$ cat config.mk
export PLATFORM = sky130hd
export DESIGN_NAME = uibg_core
export DESIGN_NICKNAME = d
export VERILOG_FILES = /design/src/design/uibg_pkg.sv /design/src/design/uibg_core.sv
export VERILOG_INCLUDE_DIRS = /design/src /design/src/design
export SDC_FILE = /design/constraint.sdc
export NUM_CORES = 1
export LEC_CHECK = 0
export BUFFER_PORTS_ARGS = -buffer_cell sky130_fd_sc_hd__buf_2
export CAP_MARGIN = 25
export CORE_MARGIN = 10
export CORE_UTILIZATION = 45
export DETAILED_ROUTE_END_ITERATION = 6
export PLACE_DENSITY = 0.66
export REMOVE_ABC_BUFFERS = 1
export SLEW_MARGIN = 20
export SYNTH_ARGS = -nofsm -noshare
export SYNTH_HDL_FRONTEND = slang
export SYNTH_SLANG_ARGS = --single-unit
$ cat constraint.sdc
create_clock -name aclk -period 3.9 [get_ports aclk]
set_input_delay 0.39 -clock aclk [delete_from_list [all_inputs] [get_ports aclk]]
set_output_delay 0.39 -clock aclk [all_outputs]
set_load 0.05 [all_outputs]
$ cat src/design/uibg_map.svh
// Register map, field positions, codes and rates of the interrupt-id and baud block
// Behaviour
// - Identification bits 7:6 read 1 when FIFO mode is on, else 0.
// - Identification bits 5:4 always read 0.
// - Bit 3 is 0 outside FIFO mode; timeout sets bits 3 and 2.
// - Bit 0 is 1 with nothing pending, 0 when any enabled source active.
// - Line error or break gives code 0110, top priority, cleared by status read.
// - Data ready or trigger level gives code 0100, second priority.
// - Receive FIFO timeout gives code 1100, third priority below data ready, cleared by reading data.
// - Transmit empty gives 0010; cleared by buffer write or identification read.
// - Handshake change flags give code 0000, lowest priority.
// - Enable register bits 7:4 always read 0.
// - Enable bits: 3 handshake, 2 line status, 1 transmit empty, 0 data ready.
// - No interrupt request while enable bits 3:0 are all clear.
// - Normal speed prescales 24 MHz to 1.8461 MHz, then 16-bit divisor 1..65535.
// - Divided output is the 16x sample base for transmitter and receiver.
// - High-speed mode feeds the divisor straight from 24 MHz.
// - Pre-divider of 13, 1.625 or 1.0 chosen by configuration.
// - Eight-bit scratch register, freely written and read back.
// - FIFO mode follows the FIFO enable bit.
// - Reading line status clears break, stop, parity and overrun flags.
`ifndef UIBG_MAP_SVH
`define UIBG_MAP_SVH
`define UIBG_OFF_IER      8'h04
`define UIBG_OFF_IID      8'h08
`define UIBG_OFF_DLL      8'h10
`define UIBG_OFF_DLH      8'h14
`define UIBG_OFF_SCR      8'h1c
`define UIBG_OFF_CFG      8'h20
`define UIBG_RST_BYTE     8'h00
`define UIBG_RST_CFG      4'h0
`define UIBG_IER_RD       0
`define UIBG_IER_TX       1
`define UIBG_IER_LS       2
`define UIBG_IER_HS       3
`define UIBG_CODE_NONE    4'h1
`define UIBG_CODE_LS      4'h6
`define UIBG_CODE_RD      4'h4
`define UIBG_CODE_TO      4'hc
`define UIBG_CODE_TX      4'h2
`define UIBG_CODE_HS      4'h0
`define UIBG_PD13_NUM     5'h01
`define UIBG_PD13_DEN     5'h0d
`define UIBG_PD1625_NUM   5'h08
`define UIBG_PD1625_DEN   5'h0d
`define UIBG_PD1_NUM      5'h01
`define UIBG_PD1_DEN      5'h01
`define UIBG_CLK_KHZ      32'h0001e848
`define UIBG_REF_KHZ      32'h00005dc0
`define UIBG_RESP_OKAY    2'h0
`define UIBG_RESP_SLVERR  2'h2
`endif

$ cat src/design/uibg_pkg.sv
// Types shared by the interrupt-id and baud block
package uibg_pkg;
    typedef struct packed {
        logic overrun_flag;
        logic parity_error_flag;
        logic missing_stop_flag;
        logic break_flag;
    } uibg_line_t;
    typedef struct packed {
        logic cts_change_flag;
        logic dsr_change_flag;
        logic ring_trailing_edge_flag;
        logic dcd_change_flag;
    } uibg_hs_t;
    typedef struct packed {
        logic [1:0] prediv_config;
        logic       high_speed_config;
        logic       fifo_enable;
    } uibg_cfg_t;
    typedef enum logic [1:0] {
        UIBG_RD_IDLE = 2'b01,
        UIBG_RD_RESP = 2'b10
    } uibg_rd_state_t;
endpackage

$ cat src/design/uibg_core.sv
// Interrupt identification, enable, baud generator and scratch behind AXI4-Lite
//
// Decided for this implementation: the AXI4-Lite slave port and the register offsets.
`timescale 1ns/10ps
`include "uibg_map.svh"
module uibg_core #(
    parameter logic [31:0] CLK_KHZ = `UIBG_CLK_KHZ,
    parameter logic [31:0] REF_KHZ = `UIBG_REF_KHZ
) (
    input  wire logic          aclk,
    input  wire logic          aresetn,
    input  wire logic [7:0]    s_axi_awaddr,
    input  wire logic          s_axi_awvalid,
    output logic               s_axi_awready,
    input  wire logic [31:0]   s_axi_wdata,
    input  wire logic [3:0]    s_axi_wstrb,
    input  wire logic          s_axi_wvalid,
    output logic               s_axi_wready,
    output logic [1:0]         s_axi_bresp,
    output logic               s_axi_bvalid,
    input  wire logic          s_axi_bready,
    input  wire logic [7:0]    s_axi_araddr,
    input  wire logic          s_axi_arvalid,
    output logic               s_axi_arready,
    output logic [31:0]        s_axi_rdata,
    output logic [1:0]         s_axi_rresp,
    output logic               s_axi_rvalid,
    input  wire logic          s_axi_rready,
    input  wire uibg_pkg::uibg_line_t line_status,
    input  wire uibg_pkg::uibg_hs_t   handshake_status,
    input  wire logic          rx_data_ready,
    input  wire logic          rx_timeout,
    input  wire logic          tx_empty,
    input  wire logic          tx_buffer_write,
    output logic               irq_request,
    output logic               baud16_tick,
    output uibg_pkg::uibg_cfg_t config_out
);
    import uibg_pkg::*;

    generate
        if (REF_KHZ == 32'h0 || REF_KHZ >= CLK_KHZ) begin : g_bad_rate
            $error("Reference rate must be nonzero and below the clock rate");
        end
    endgenerate

    logic [7:0]     interrupt_enable;
    logic [7:0]     baud_divisor_low;
    logic [7:0]     baud_divisor_high;
    logic [7:0]     scratch_byte;
    uibg_cfg_t      cfg;
    logic [7:0]     interrupt_identification;
    logic [3:0]     next_code;
    logic           fifo_mode;
    logic           tx_pend;
    logic           tx_empty_d;
    logic           ier_tx_d;
    logic           ls_act;
    logic           rd_act;
    logic           to_act;
    logic           tx_act;
    logic           hs_act;
    logic           aw_held;
    logic           w_held;
    logic [7:0]     aw_addr;
    logic [31:0]    w_data;
    logic [3:0]     w_strb;
    logic           do_write;
    uibg_rd_state_t rd_state;
    logic           rd_take;
    logic           iid_read_tx;
    logic [31:0]    ref_acc;
    logic [32:0]    ref_sum;
    logic           ref_tick;
    logic [4:0]     pd_acc;
    logic [4:0]     pd_num;
    logic [4:0]     pd_den;
    logic [5:0]     pd_sum;
    logic           pre_tick;
    logic [15:0]    divisor;
    logic [15:0]    div_cnt;

    // FIFO mode follows enable bit
    // mode select
    assign fifo_mode  = cfg.fifo_enable;
    assign config_out = cfg;

    // Source activity gated by enables
    // enable gating
    assign ls_act = interrupt_enable[`UIBG_IER_LS] & (|line_status);
    assign rd_act = interrupt_enable[`UIBG_IER_RD] & rx_data_ready;
    assign to_act = interrupt_enable[`UIBG_IER_RD] & fifo_mode & rx_timeout;
    assign tx_act = interrupt_enable[`UIBG_IER_TX] & tx_pend;
    assign hs_act = interrupt_enable[`UIBG_IER_HS] & (|handshake_status);

    always_comb begin
        if (ls_act) begin
            next_code = `UIBG_CODE_LS;
        end else if (rd_act) begin
            next_code = `UIBG_CODE_RD;
        end else if (to_act) begin
            next_code = `UIBG_CODE_TO;
        end else if (tx_act) begin
            next_code = `UIBG_CODE_TX;
        end else if (hs_act) begin
            next_code = `UIBG_CODE_HS;
        end else begin
            next_code = `UIBG_CODE_NONE;
        end
    end

    assign interrupt_identification = {fifo_mode, fifo_mode, 2'b00, next_code};

    assign irq_request = ~next_code[0];

    // Transmit-empty latch, set wins over clear
    assign iid_read_tx = rd_take && (s_axi_araddr == `UIBG_OFF_IID)
                         && (next_code == `UIBG_CODE_TX);
    always_ff @(posedge aclk) begin
        if (!aresetn) begin
            tx_empty_d <= 1'b0;
            ier_tx_d   <= 1'b0;
        end else begin
            tx_empty_d <= tx_empty;
            ier_tx_d   <= interrupt_enable[`UIBG_IER_TX];
        end
    end
    // set on empty, clear on write or read
    always_ff @(posedge aclk) begin
        if (!aresetn) begin
            tx_pend <= 1'b0;
        end else if (tx_empty && (!tx_empty_d
                     || (interrupt_enable[`UIBG_IER_TX] && !ier_tx_d))) begin
            tx_pend <= 1'b1;
        end else if (tx_buffer_write || iid_read_tx || !tx_empty) begin
            tx_pend <= 1'b0;
        end
    end

    // AXI write channels, taken in either order
    assign s_axi_awready = ~aw_held;
    assign s_axi_wready  = ~w_held;
    assign do_write      = aw_held & w_held & ~s_axi_bvalid;
    always_ff @(posedge aclk) begin
        if (!aresetn) begin
            aw_held <= 1'b0;
            aw_addr <= 8'h00;
        end else if (s_axi_awvalid && s_axi_awready) begin
            aw_held <= 1'b1;
            aw_addr <= s_axi_awaddr;
        end else if (do_write) begin
            aw_held <= 1'b0;
        end
    end
    always_ff @(posedge aclk) begin
        if (!aresetn) begin
            w_held <= 1'b0;
            w_data <= 32'h0;
            w_strb <= 4'h0;
        end else if (s_axi_wvalid && s_axi_wready) begin
            w_held <= 1'b1;
            w_data <= s_axi_wdata;
            w_strb <= s_axi_wstrb;
        end else if (do_write) begin
            w_held <= 1'b0;
        end
    end
    always_ff @(posedge aclk) begin
        if (!aresetn) begin
            s_axi_bvalid <= 1'b0;
            s_axi_bresp  <= `UIBG_RESP_OKAY;
        end else if (do_write) begin
            s_axi_bvalid <= 1'b1;
            case (aw_addr)
                `UIBG_OFF_IER, `UIBG_OFF_DLL, `UIBG_OFF_DLH,
                `UIBG_OFF_SCR, `UIBG_OFF_CFG, `UIBG_OFF_IID: begin
                    s_axi_bresp <= `UIBG_RESP_OKAY;
                end
                default: begin
                    s_axi_bresp <= `UIBG_RESP_SLVERR;
                end
            endcase
        end else if (s_axi_bready) begin
            s_axi_bvalid <= 1'b0;
        end
    end

    // Register storage, byte lane 0 only
    always_ff @(posedge aclk) begin
        if (!aresetn) begin
            interrupt_enable  <= `UIBG_RST_BYTE;
            baud_divisor_low  <= `UIBG_RST_BYTE;
            baud_divisor_high <= `UIBG_RST_BYTE;
            scratch_byte      <= `UIBG_RST_BYTE;
            cfg               <= `UIBG_RST_CFG;
        end else if (do_write && w_strb[0]) begin
            case (aw_addr)
                `UIBG_OFF_IER: begin
                    interrupt_enable <= {4'h0, w_data[3:0]};
                end
                `UIBG_OFF_DLL: begin
                    baud_divisor_low <= w_data[7:0];
                end
                `UIBG_OFF_DLH: begin
                    baud_divisor_high <= w_data[7:0];
                end
                `UIBG_OFF_SCR: begin
                    scratch_byte <= w_data[7:0];
                end
                `UIBG_OFF_CFG: begin
                    cfg <= w_data[3:0];
                end
                default: begin
                    cfg <= cfg;
                end
            endcase
        end
    end

    // AXI read: answer one cycle after address taken
    assign s_axi_arready = (rd_state == UIBG_RD_IDLE);
    assign rd_take       = s_axi_arvalid & s_axi_arready;
    always_ff @(posedge aclk) begin
        if (!aresetn) begin
            rd_state <= UIBG_RD_IDLE;
        end else begin
            case (rd_state)
                UIBG_RD_IDLE: begin
                    if (rd_take) begin
                        rd_state <= UIBG_RD_RESP;
                    end
                end
                UIBG_RD_RESP: begin
                    if (s_axi_rready) begin
                        rd_state <= UIBG_RD_IDLE;
                    end
                end
                default: begin
                    rd_state <= UIBG_RD_IDLE;
                end
            endcase
        end
    end
    assign s_axi_rvalid = (rd_state == UIBG_RD_RESP);
    always_ff @(posedge aclk) begin
        if (!aresetn) begin
            s_axi_rdata <= 32'h0;
            s_axi_rresp <= `UIBG_RESP_OKAY;
        end else if (rd_take) begin
            s_axi_rresp <= `UIBG_RESP_OKAY;
            case (s_axi_araddr)
                `UIBG_OFF_IER: s_axi_rdata <= {24'h0, interrupt_enable};
                `UIBG_OFF_IID: s_axi_rdata <= {24'h0, interrupt_identification};
                `UIBG_OFF_DLL: s_axi_rdata <= {24'h0, baud_divisor_low};
                `UIBG_OFF_DLH: s_axi_rdata <= {24'h0, baud_divisor_high};
                `UIBG_OFF_SCR: s_axi_rdata <= {24'h0, scratch_byte};
                `UIBG_OFF_CFG: s_axi_rdata <= {28'h0, cfg};
                default: begin
                    s_axi_rdata <= 32'h0;
                    s_axi_rresp <= `UIBG_RESP_SLVERR;
                end
            endcase
        end
    end

    // Reference enable from aclk by phase accumulation
    assign ref_sum = {1'b0, ref_acc} + {1'b0, REF_KHZ};
    always_ff @(posedge aclk) begin
        if (!aresetn) begin
            ref_acc  <= 32'h0;
            ref_tick <= 1'b0;
        end else if (ref_sum >= {1'b0, CLK_KHZ}) begin
            ref_acc  <= 32'(ref_sum - {1'b0, CLK_KHZ});
            ref_tick <= 1'b1;
        end else begin
            ref_acc  <= ref_sum[31:0];
            ref_tick <= 1'b0;
        end
    end

    always_comb begin
        if (cfg.high_speed_config) begin
            pd_num = `UIBG_PD1_NUM;
            pd_den = `UIBG_PD1_DEN;
        end else begin
            case (cfg.prediv_config)
                2'h0: begin
                    pd_num = `UIBG_PD13_NUM;
                    pd_den = `UIBG_PD13_DEN;
                end
                2'h1: begin
                    pd_num = `UIBG_PD1625_NUM;
                    pd_den = `UIBG_PD1625_DEN;
                end
                default: begin
                    pd_num = `UIBG_PD1_NUM;
                    pd_den = `UIBG_PD1_DEN;
                end
            endcase
        end
    end
    assign pd_sum = {1'b0, pd_acc} + {1'b0, pd_num};
    always_ff @(posedge aclk) begin
        if (!aresetn) begin
            pd_acc   <= 5'h0;
            pre_tick <= 1'b0;
        end else if (ref_tick) begin
            if (pd_sum >= {1'b0, pd_den}) begin
                pd_acc   <= 5'(pd_sum - {1'b0, pd_den});
                pre_tick <= 1'b1;
            end else begin
                pd_acc   <= pd_sum[4:0];
                pre_tick <= 1'b0;
            end
        end else begin
            pre_tick <= 1'b0;
        end
    end

    assign divisor = {baud_divisor_high, baud_divisor_low};
    always_ff @(posedge aclk) begin
        if (!aresetn) begin
            div_cnt     <= 16'h0;
            baud16_tick <= 1'b0;
        end else if (divisor == 16'h0) begin
            div_cnt     <= 16'h0;
            baud16_tick <= 1'b0;
        end else if (pre_tick) begin
            if (div_cnt + 16'h1 >= divisor) begin
                div_cnt     <= 16'h0;
                baud16_tick <= 1'b1;
            end else begin
                div_cnt     <= div_cnt + 16'h1;
                baud16_tick <= 1'b0;
            end
        end else begin
            baud16_tick <= 1'b0;
        end
    end

    a_id_top_bits: assert property (@(posedge aclk) disable iff (!aresetn)
        rd_take && s_axi_araddr == `UIBG_OFF_IID |=> s_axi_rdata[7:6] == {2{$past(fifo_mode)}})
        else $error("Identification top bits wrong");
    a_id_zero_bits: assert property (@(posedge aclk) disable iff (!aresetn)
        rd_take && s_axi_araddr == `UIBG_OFF_IID |=> s_axi_rdata[5:4] == 2'b00)
        else $error("Identification bits 5:4 not zero");
    a_timeout_code: assert property (@(posedge aclk) disable iff (!aresetn)
        !fifo_mode |-> !interrupt_identification[3])
        else $error("Timeout bit outside FIFO mode");
    a_no_pending: assert property (@(posedge aclk) disable iff (!aresetn)
        !(ls_act || rd_act || to_act || tx_act || hs_act) |-> interrupt_identification[0] && !irq_request)
        else $error("Pending shown without source");
    a_line_first: assert property (@(posedge aclk) disable iff (!aresetn)
        interrupt_enable[`UIBG_IER_LS] && (|line_status) |-> interrupt_identification[3:0] == 4'h6)
        else $error("Line status not top priority");
    a_tx_clear: assert property (@(posedge aclk) disable iff (!aresetn)
        tx_buffer_write && !(tx_empty && (!tx_empty_d || (interrupt_enable[`UIBG_IER_TX] && !ier_tx_d)))
        |=> !tx_pend)
        else $error("Transmit empty not cleared by write");
    a_ier_upper: assert property (@(posedge aclk) disable iff (!aresetn)
        rd_take && s_axi_araddr == `UIBG_OFF_IER |=> s_axi_rdata[7:4] == 4'h0)
        else $error("Enable upper bits not zero");
    a_irq_off: assert property (@(posedge aclk) disable iff (!aresetn)
        interrupt_enable[3:0] == 4'h0 |-> !irq_request)
        else $error("Request with all enables clear");
    a_tick_spacing: assert property (@(posedge aclk) disable iff (!aresetn)
        baud16_tick |=> !baud16_tick [*4])
        else $error("Sample ticks too close");

    c_line_irq: cover property (@(posedge aclk) disable iff (!aresetn)
        irq_request && interrupt_identification[3:0] == 4'h6);
    c_timeout: cover property (@(posedge aclk) disable iff (!aresetn)
        interrupt_identification[3:0] == 4'hc);
    c_tx_read_clear: cover property (@(posedge aclk) disable iff (!aresetn) iid_read_tx);
    c_tick: cover property (@(posedge aclk) disable iff (!aresetn) baud16_tick);
endmodule

==> out/results.tsv <==
stage	metric	value	unit
grt	antenna_found_initial	1	
yosys	synth_compound_area_share	14.5	%
yosys	yosys.area.top_type	dfxtp_1	
setup_path	r2r_cells	11	
sta	maxSlewHeadroom	38.7	%
setup_path	end_kind	flip-flop	
clock_tree	cts_resized	0	
clock_tree	cts-root-buf	clkbuf_16	
grt	met1_usage	19.6	%
clock_tree	clock_path_buffers	2	
clock_tree	clock_latency	0.42	ns
yosys	seq_area_frac_synth	34.0	%
clock_tree	cts_hold_buf	0	
die	die_w	145	µm
routing	drt_iter0_drc	330	
die	die_area	0.0211	mm²
setup_path	rr_endpoint	ref_acc[10]	
finish	final_cell_mix	120 x dfxtp_1, 118 x nor2_1, 74 x nand2_1	
grt	grt_use_met2	26.1	%
place	gp_congestion	0.848	
clock_tree	clock_sinks	120	
die	die_y	145	µm
setup_path	r2r-start	ref_acc[6]	
yosys	synth_cells	862	
sta	rsz0062_at_grt	no	
grt	gr-total-overflow	0	
yosys	synthArstFlopShare	0	%
min_path	min_to	tx_empty_d	
setup_path	worstPathArrival	3.84	ns
yosys	synth_fa_ha_area_share	4.96	%
grt	grtUsageMet3	4.19	%
yosys	synth_area	0.00707	mm²
routing	vias	5973	
clock_tree	cts_tree	built	
routing	drc	0	
finish	area_growth_syn_to_layout	13.6	%
setup_path	r2r_slack	0.33	ns
clock_tree	path_clk_slew	0.06	ns
setup_path	worstPathMaxFanout	15	
setup_path	path_class	flip-flop to flip-flop	
min_path	hold_depth	3	
sta	finalHoldViolCount	0	
yosys	yosysWarnings	0	
finish	fin_nets	1020	
status	status	finished, final reports clean	
sta	fin_skew	0.00708	ns
die	core_area	0.0153	mm²
yosys	syn_avg_cell_area	8.20	µm²
yosys	synth.area.mux_share	6.67	%
yosys	yosys.area_share.simple	23.2	%
sta	slew_violations	0	
pwr	peakVddDrop	0.350	mV
sta	finalSetupTns	0	ns
routing	first_pass_iters	6	
sta	finalSetupViolCount	0	
routing	final_antenna_net_count	0	
grt	grt_max_degree	52	
sta	holdWs	0.172	ns
yosys	synth_top_family_by_area	simple AND/OR/NAND/NOR gates	
finish	num_antenna_cells	0	
yosys	ys.flop_type	dfxtp_1	
min_path	hold_path_startpoint	tx_empty	
sta	max_freq	0.280	GHz
die	rows	45	
grt	grt_pass1_vias	5738	
sta	tightestPinTransition	0.917	ns
yosys	synth_seq_cells	120	
die	initial_utilization	46.1	%
finish	drive_gt1_share	13.7	%
finish	final_common_cell	dfxtp_1	
sta	timing.final.crit_share	91.6	%
yosys	synth_xor_area_share	9.42	%
setup_path	required	4.17	ns
setup_path	crit_path_start_kind	flip-flop	
place	io_buffers	64	
routing	vias_per_cell	5.22	
clock_tree	numCtsBuffers	17	
pwr	p_leak	3.26	nW
die	pin_count	118	
clock_tree	htreeDepth	4	
yosys	synth_top_area_share	34.0	%
grt	track_usage	15.9	%
routing	wire_per_inst	14.7	µm
yosys	synth.area.top_cells	dfxtp_1 34%, mux2i_1 6.5%, nor2_1 6.3%, xor2_1 5.1%, ha_1 5.0%	
sta	period_needed	3.57	ns
min_path	hold_path_class	primary input to flip-flop	
yosys	synth.distinct_cells	63	
yosys	synth_edf_count	0	
grt	grt_pass1_wl	28200	µm
pwr	powerDensity	607	mW/mm²
routing	wirelength	16900	µm
run	max_cap_violations	0	
place	hpwl	12300	µm
grt	grt_busiest_layer	met2	
clock_tree	post_cts_buffers	0	
==> worst max-delay path, stage by stage, from the launching register on <==
cell and delay (ns):
dfxtp_1 0.40, inv_1 0.13, ha_1 0.25, nand2b_1 0.17
a211oi_1 0.43, xor2_1 0.13, or4_1 0.58, a311oi_2 0.31
and2_1 0.59, nor4_1 0.18, xnor2_1 0.19, nor2_1 0.05
==> stage by stage <==
stage	area [µm²]	util (%)	cells	power, mW	worst slack (ns)
after detailed placement	7470	48.8	1112	3.42	0.386
after floorplan	6790	-	825	2.99	0.455
after CTS	8020	52.4	1144	4.90	0.352
after global placement	7470	48.8	1112	3.39	0.405
final	8030	52.4	1145	4.87	0.329
after global routing	8030	52.4	1145	5.20	0.0548
==> per-layer routing <==
layer / part of all wire [%] / up-vias
met4: 1.3 / 2
li1: - / 3069
met3: 4.2 / 17
met1: 47 / 2765
met2: 47 / 120
met5: 0.041 / -
==> worst max-delay path by stage <==
stage	startpoint	to	slack (ns)
2_1_floorplan	div_cnt[2]	div_cnt[0]	0.45
3_3_place_gp	ref_acc[6]	ref_acc[26]	0.40
3_5_place_dp	ref_acc[6]	ref_acc[20]	0.39
4_1_cts	ref_acc[6]	ref_acc[20]	0.35
5_1_grt	ref_acc[6]	ref_acc[10]	0.05
6_report	ref_acc[6]	ref_acc[10]	0.33
==> flip-flops by register name (all words and copies together), names as in the netlist, 2 cells and up <==
| register | flops |
|---|---|
| ref_acc | 29 |
| div_cnt | 16 |
| aw_addr | 8 |
| baud_divisor_high | 8 |
| baud_divisor_low | 8 |
| s_axi_rdata | 8 |
| scratch_byte | 8 |
| w_data | 8 |
| pd_acc | 5 |
| interrupt_enable | 4 |
| config_out | 3 |
| rd_state | 2 |
==> Yosys cell counts, types with 3 or more instances <==
| library cell | count |
|---|---|
| dfxtp_1 | 120 |
| a22oi_1 | 9 |
| buf_1 | 4 |
| nor2_1 | 118 |
| a21oi_1 | 39 |
| o21ai_0 | 47 |
| xnor2_1 | 35 |
| o211ai_1 | 3 |
| buf_2 | 5 |
| a21o_1 | 9 |
| and2_1 | 7 |
| mux2i_1 | 46 |
| o311a_1 | 3 |
| nand4_1 | 13 |
| inv_1 | 35 |
| nor3_1 | 17 |
| xor2_1 | 41 |
| clkbuf_1 | 22 |
| o41ai_1 | 3 |
| buf_4 | 27 |
| a31oi_1 | 7 |
| or3_1 | 10 |
| nand2_1 | 74 |
| nand2b_1 | 12 |
| nand3b_1 | 3 |
| or4_1 | 4 |
| a211oi_1 | 8 |
| ha_1 | 28 |
| nor2b_1 | 13 |
| buf_6 | 3 |
| nor4_1 | 14 |
| and3_1 | 19 |
| nand3_1 | 23 |
==> cell families after synthesis <==
logic type,Yosys count
fa+ha+maj,28
other cells,1
simple gates,339
buf+inv,98
xor+xnor,76
compound gates,153
flops,120
mux,47
==> final cells by class <==
cell class              count  area (µm²)
well taps                 211         264
clock inverters            14         115
repair buffers             77         415
clock buffers              18         439
inverters                  36         135
flip-flops and latches    120        2400
multi-input cells         669        4260
fillers                  1543        7290
==> where the power goes <==
| part | internal [mW] | switching [mW] |
|---|---|---|
| clock network | 0.843 | 0.617 |
| registers | 1.39 | 0.229 |
| logic | 0.746 | 1.05 |
(Power assumes the default switching activity.)
